--- config.mk ---
export PLATFORM = sky130hd
export DESIGN_NAME = adcis_select
export DESIGN_NICKNAME = d
export VERILOG_FILES = /design/src/shared/adcis_pkg.sv /design/src/adcis_select.sv
export SDC_FILE = /design/constraint.sdc
export NUM_CORES = 1
export LEC_CHECK = 0
export BUFFER_PORTS_ARGS = -buffer_cell sky130_fd_sc_hd__buf_2
export CELL_PAD_IN_SITES_DETAIL_PLACEMENT = 1
export CELL_PAD_IN_SITES_GLOBAL_PLACEMENT = 1
export CORE_MARGIN = 1
export CORE_UTILIZATION = 33
export DETAILED_ROUTE_END_ITERATION = 8
export PLACE_DENSITY = 0.84
export SKIP_CTS_REPAIR_TIMING = 1
export SLEW_MARGIN = 20
export SYNTH_ARGS = -nofsm -noshare
export SYNTH_HDL_FRONTEND = slang
export SYNTH_SLANG_ARGS = --single-unit
export TNS_END_PERCENT = 10
--- constraint.sdc ---
create_clock -name clk_sys -period 1.4 [get_ports clk_sys]
set_input_delay 0.28 -clock clk_sys [delete_from_list [all_inputs] [get_ports clk_sys]]
set_output_delay 0.28 -clock clk_sys [all_outputs]
set_load 0.01 [all_outputs]
--- src/shared/adcis_pkg.sv ---
package adcis_pkg;
   // special function register addresses
   localparam logic [7:0] ADCIS_MX_ADDR = 8'h96;
   localparam logic [7:0] ADCIS_REF_ADDR = 8'hD1;
   // input select register layout
   localparam logic [7:0] ADCIS_MX_RESET = 8'h1F;
   localparam int ADCIS_MX_CODE_MSB = 4;
   localparam int ADCIS_MX_CODE_W = 5;
   // reference control register layout
   localparam logic [7:0] ADCIS_REF_RESET = 8'h00;
   localparam int ADCIS_REF_SEL_LSB = 3;
   localparam int ADCIS_REF_GND_BIT = 5;
   localparam int ADCIS_REF_TEMP_BIT = 2;
   localparam logic [7:0] ADCIS_REF_RD_MASK = 8'h3C;
   // multiplexer codes
   localparam logic [4:0] ADCIS_CODE_P0_FIRST = 5'h01;
   localparam logic [4:0] ADCIS_CODE_P0_LAST = 5'h07;
   localparam logic [4:0] ADCIS_CODE_P1_2 = 5'h0A;
   localparam logic [4:0] ADCIS_CODE_P1_3 = 5'h0B;
   localparam logic [4:0] ADCIS_CODE_P1_4 = 5'h0C;
   localparam logic [4:0] ADCIS_CODE_TEMP = 5'h1B;
   localparam logic [4:0] ADCIS_CODE_VDD_A = 5'h1C;
   localparam logic [4:0] ADCIS_CODE_VREG = 5'h1D;
   localparam logic [4:0] ADCIS_CODE_VDD_B = 5'h1E;
   localparam logic [4:0] ADCIS_CODE_GND = 5'h1F;
   // reference source select encodings
   localparam logic [1:0] ADCIS_REF_EXT = 2'h0;
   localparam logic [1:0] ADCIS_REF_VDD = 2'h1;
   localparam logic [1:0] ADCIS_REF_VREG = 2'h2;
   localparam logic [1:0] ADCIS_REF_HS = 2'h3;

   typedef struct packed {
      logic [7:0] port0_sel;
      logic [7:0] port1_sel;
      logic temp_sel;
      logic vdd_sel;
      logic vreg_sel;
      logic gnd_sel;
   } adcis_route_s;

   typedef struct packed {
      logic ext_sel;
      logic vdd_sel;
      logic vreg_sel;
      logic hs_sel;
      logic hs_enable;
   } adcis_ref_s;

   typedef struct packed {
      logic [7:0] addr;
      logic [7:0] wdata;
      logic wr;
      logic rd;
   } adcis_sfr_req_s;
endpackage

--- src/adcis_select.sv ---
// Notes on behaviour
// five-bit code in the input select register picks the positive input.
// codes 1..7 route port 0 pins 1..7; 0A..0C route port 1 pins 2..4, pin 4 on the large package only.
// 1B temperature sensor, 1C and 1E main supply, 1D core supply, 1F ground.
// reference select 00 uses the external reference input.
// reference select 11 uses the 1.65 V high-speed internal reference.
// high-speed reference is enabled only while the converter needs it.
// reference select 01 uses main supply, 10 the regulated digital supply.
// ground select 1 takes ground from the analog ground pin except where R9 or R10 forces internal ground.
// temperature sensor channel forces internal ground during sampling.
// high-speed reference forces internal ground during conversion.
// sensor enable bit powers sensor; off means high impedance, invalid result.
// reserved codes connect nothing; top three register bits read zero.
`timescale 1ns/1ps
`default_nettype none
module adcis_select
   import adcis_pkg::*;
#(
   parameter bit LARGE_PACKAGE = 1'b1
) (
   input wire logic clk_sys,
   input wire logic resetn,
   input wire adcis_sfr_req_s sfr_req,
   output logic [7:0] sfr_rdata,
   input wire logic adc_need_ref,
   input wire logic adc_tracking,
   input wire logic adc_converting,
   output adcis_route_s route,
   output adcis_ref_s ref_out,
   output logic analog_ground_pin_sel,
   output logic temp_sensor_enable,
   output logic temp_sensor_out_oe_n,
   output logic temp_result_invalid
);

   logic [4:0] positive_input_code_reg;
   logic [1:0] reference_source_select_reg;
   logic analog_ground_select_reg;
   logic temp_sensor_enable_reg;
   logic [7:0] rdata_reg;
   adcis_route_s route_reg;
   adcis_ref_s ref_reg;
   logic gnd_pin_reg;
   logic ts_oe_n_reg;
   logic ts_invalid_reg;
   logic wr_mx;
   logic wr_ref;

   function automatic adcis_route_s decode_route(input logic [4:0] code, input logic big_pkg);
      adcis_route_s r;
      r = '0;
      if (code >= ADCIS_CODE_P0_FIRST && code <= ADCIS_CODE_P0_LAST) begin
         r.port0_sel[code[2:0]] = 1'b1;
      end
      case (code)
         ADCIS_CODE_P1_2: r.port1_sel[2] = 1'b1;
         ADCIS_CODE_P1_3: r.port1_sel[3] = 1'b1;
         // pin 4 is bonded out only on the larger package
         ADCIS_CODE_P1_4: r.port1_sel[4] = big_pkg;
         ADCIS_CODE_TEMP: r.temp_sel = 1'b1;
         ADCIS_CODE_VDD_A, ADCIS_CODE_VDD_B: r.vdd_sel = 1'b1;
         ADCIS_CODE_VREG: r.vreg_sel = 1'b1;
         ADCIS_CODE_GND: r.gnd_sel = 1'b1;
         default: r = r; // reserved codes leave every switch open
      endcase
      return r;
   endfunction

   assign wr_mx = sfr_req.wr && (sfr_req.addr == ADCIS_MX_ADDR);
   assign wr_ref = sfr_req.wr && (sfr_req.addr == ADCIS_REF_ADDR);

   always_ff @(posedge clk_sys or negedge resetn) begin
      if (!resetn) begin
         positive_input_code_reg <= ADCIS_MX_RESET[ADCIS_MX_CODE_MSB:0];
      end else if (wr_mx) begin
         // bits 7:5 are not stored, so they ignore writes
         positive_input_code_reg <= sfr_req.wdata[ADCIS_MX_CODE_MSB:0];
      end
   end

   always_ff @(posedge clk_sys or negedge resetn) begin
      if (!resetn) begin
         reference_source_select_reg <= ADCIS_REF_RESET[ADCIS_REF_SEL_LSB+1:ADCIS_REF_SEL_LSB];
         analog_ground_select_reg <= ADCIS_REF_RESET[ADCIS_REF_GND_BIT];
         temp_sensor_enable_reg <= ADCIS_REF_RESET[ADCIS_REF_TEMP_BIT];
      end else if (wr_ref) begin
         reference_source_select_reg <= sfr_req.wdata[ADCIS_REF_SEL_LSB+1:ADCIS_REF_SEL_LSB];
         analog_ground_select_reg <= sfr_req.wdata[ADCIS_REF_GND_BIT];
         temp_sensor_enable_reg <= sfr_req.wdata[ADCIS_REF_TEMP_BIT];
      end
   end

   always_ff @(posedge clk_sys or negedge resetn) begin
      if (!resetn) begin
         rdata_reg <= 8'h00;
      end else if (sfr_req.rd) begin
         case (sfr_req.addr)
            ADCIS_MX_ADDR: rdata_reg <= {3'h0, positive_input_code_reg};
            ADCIS_REF_ADDR: begin
               rdata_reg <= ADCIS_REF_RD_MASK & {2'h0, analog_ground_select_reg,
                  reference_source_select_reg, temp_sensor_enable_reg, 2'h0};
            end
            default: rdata_reg <= 8'h00;
         endcase
      end
   end

   always_ff @(posedge clk_sys or negedge resetn) begin
      if (!resetn) begin
         route_reg <= '0;
      end else begin
         route_reg <= decode_route(positive_input_code_reg, LARGE_PACKAGE);
      end
   end

   always_ff @(posedge clk_sys or negedge resetn) begin
      if (!resetn) begin
         ref_reg <= '0;
      end else begin
         ref_reg.ext_sel <= (reference_source_select_reg == ADCIS_REF_EXT);
         ref_reg.vdd_sel <= (reference_source_select_reg == ADCIS_REF_VDD);
         ref_reg.vreg_sel <= (reference_source_select_reg == ADCIS_REF_VREG);
         ref_reg.hs_sel <= (reference_source_select_reg == ADCIS_REF_HS);
         // powered on demand to save the reference's standing current
         ref_reg.hs_enable <= (reference_source_select_reg == ADCIS_REF_HS)
            && adc_need_ref;
      end
   end

   always_ff @(posedge clk_sys or negedge resetn) begin
      if (!resetn) begin
         gnd_pin_reg <= 1'b0;
      end else begin
         // the pin is used only where no internal-ground override applies
         gnd_pin_reg <= analog_ground_select_reg
            && !(positive_input_code_reg == ADCIS_CODE_TEMP && adc_tracking)
            && !(reference_source_select_reg == ADCIS_REF_HS && adc_converting);
      end
   end

   always_ff @(posedge clk_sys or negedge resetn) begin
      if (!resetn) begin
         ts_oe_n_reg <= 1'b1;
         ts_invalid_reg <= 1'b0;
      end else begin
         ts_oe_n_reg <= !temp_sensor_enable_reg;
         ts_invalid_reg <= !temp_sensor_enable_reg
            && (positive_input_code_reg == ADCIS_CODE_TEMP);
      end
   end

   assign sfr_rdata = rdata_reg;
   assign route = route_reg;
   assign ref_out = ref_reg;
   assign analog_ground_pin_sel = gnd_pin_reg;
   assign temp_sensor_enable = temp_sensor_enable_reg;
   assign temp_sensor_out_oe_n = ts_oe_n_reg;
   assign temp_result_invalid = ts_invalid_reg;
endmodule
`default_nettype wire

==> metrics <==
#FFs+latches synth 38; Initial Util 34.5%; reg2reg setup slack around 110 ps; largest net degree at the start of global routing 39; Setup Viol. Count Final 0; highest clock rate a little under 800 MHz; crit path DAT about 1400 ps; Synth Warn # 0; power share of the sequential group a little under three fifths; port buffer count 50; top post-synthesis cells by area dfrtp_1 53%, dfstp_2 10%, mux2_4 5.0%; Final #Nets just under 200; HP Class primary input to asynchronous set/reset pin; DRC Markers 0; Core ar. ~0.0044 mm2; WP data required 1560 ps; vias per cell around 4.7; count leader, synth dfrtp_1; Yosys cell types 30; Clock Latency Late Sink 290 ps; first-pass GRT wire length around 5.1 mm; syn_area_per_cell around 13 um2; max FFs per register 15; count of pins over their slew limit 0; number of diodes 0; pwr/cell area around 1100 mW/mm2; Multi-input gate area 472 um2; Die W around 70 um; Sum Neg Setup Slack 0 ps; fillers 500; startpoint types register; Seq/Total Area, Yosys between 60% and 70%; area grow syn2layout 25.1%; RSZ-0062 raised after global routing false; register area 958 um2; Clk pin slew, worst setup/hold paths roughly 70 ps; Synth Cell Area roughly 0.0015 mm2; Routed Antenna Nets 0; Power Internal 1.59 mW; CTS tree built; Logic pwr share approximately 7.5%; CTS sink count 38; top-level port count 60; CP max FO 9; worst vdd ir between 300 and 400 uV; Sw Share between 20 and 25%; Root Buffer clkbuf_8; initial antenna violation count 0; gpl congestion ~0.74; clk_skew 3.58 ps; Die Y about 70 um; Tot Pwr 2.05 mW; Synth top area share a little over half; critical path type register to register; total global routing overflow 0; WL final around 3.1 mm; commonest cells in the netlist 32 x dfrtp_1, 8 x buf_4, 8 x inv_1, 8 x nor2_1, 6 x dfstp_2; Clock Power Share 36.3%; final hold vios 0; final critical-path share of the clock period between 90 and 100%; Max Cap Violations 0; row cnt 24; via count 1053; vias in the first global route around 1000; NetSw 459 uW; total track usage between 10% and 20%; Synth Flop Type dfrtp_1; Async S/R FF share, synth 100%; clock buffer count from CTS 5; Cells after Synth between 100 and 150; Clock Path Buffers 2; Leak approximately 0.97 nW; layout cells sized above 1 between 40% and 50%; final hold slack 31.7 ps; first drt pass iteration count 4; minimum clock period between 1000 and 1500 ps; full die area 0.00486 mm2; H-tree Lvls 2; status complete, no violations; Crit. End Element register; drt wl/cell 13.9 um; DRT iter0 DRCs 63; cell taking the most area after synthesis dfrtp_1; number of synthesized flops with an enable pin 0
-- power groups by stage --
stage                     registers, mW  clock network [mW]  logic (mW)
after floorplan                    1.17                   0      0.0814
after global placement             1.17                   0       0.149
after detailed placement           1.17                   0       0.155
after CTS                          1.15               0.768       0.156
after global routing               1.15               0.827       0.168
final                              1.15               0.742       0.153
-- critical path: stages, from the launching register on --
cell      delay, ps
dfstp_2         630
nand3_1         170
nor3b_2         250
a221oi_1        110
-- through the flow --
step                      area [um2]  cells  setup WS, ps  utilization [%]
after global placement          1810    216          98.1             41.2
after global routing            1890    223          8.90             43.2
final                           1890    223           111             43.2
after CTS                       1890    223           112             43.2
after detailed placement        1810    216          78.8             41.2
after floorplan                 1540    122           108                -
-- final timing paths --
path                                               to  depth (start not counted)                  startpoint
max in group asynchronous  positive_input_code_reg[0]                          2                      resetn
hold reg to reg                  temp_sensor_out_oe_n                          1          temp_sensor_enable
setup reg to reg                analog_ground_pin_sel                          3  positive_input_code_reg[4]
hold / removal                              route[12]                          2                      resetn
min in group clk_sys            analog_ground_pin_sel                          2              adc_converting
setup / recovery                analog_ground_pin_sel                          3  positive_input_code_reg[4]
-- cell type report --
cell class,count,share of cell area [%]
inverter,8,1.59
multi-input combinational,64,24.9
timing repair buffer,54,14.8
clock buffer,7,4.56
tap,52,3.44
sequential,38,50.7
-- kinds of logic (layout without fill, tap and decap cells) --
family                 Yosys count  in the layout  share of synthesized area [%]
and+or+nand+nor                 37             37                           16.9
DFF                             38             38                           63.4
AOI/OAI and AO/OA               10             10                           4.38
buffers and inverters           20             69                           7.20
muxes                            9              9                           7.94
other                            1              8                          0.248
-- routing by layer --
metal,track usage (%),vias to the layer above,wire (um)
li1,-,484,-
met1,15.0,526,1200
met2,24.4,36,1700
met3,5.38,7,170
met4,6.00,0,48
met5,0,-,0
-- cells in the final DEF (no fill, tap or decap), drive strengths merged --
| master | synthesis | final |
|---|---|---|
| and3 | 1 | 1 |
| nand2 | 5 | 5 |
| o21ai | 2 | 2 |
| a22oi | 3 | 3 |
| inv | 8 | 8 |
| nor2b | 2 | 2 |
| nand3 | 3 | 3 |
| o22ai | 4 | 4 |
| nor4 | 2 | 2 |
| conb | 1 | 8 |
| nand4 | 2 | 2 |
| and4bb | 3 | 3 |
| dfstp | 6 | 6 |
| or3b | 2 | 2 |
| buf | 11 | 54 |
| and2 | 2 | 2 |
| a221oi | 1 | 1 |
| nand2b | 2 | 2 |
| mux2 | 9 | 9 |
| nor3b | 2 | 2 |
| clkbuf | 1 | 7 |
| dfrtp | 32 | 32 |
| nor2 | 8 | 8 |
| nor3 | 3 | 3 |
No activity file was read; power rests on OpenSTA's default activity.
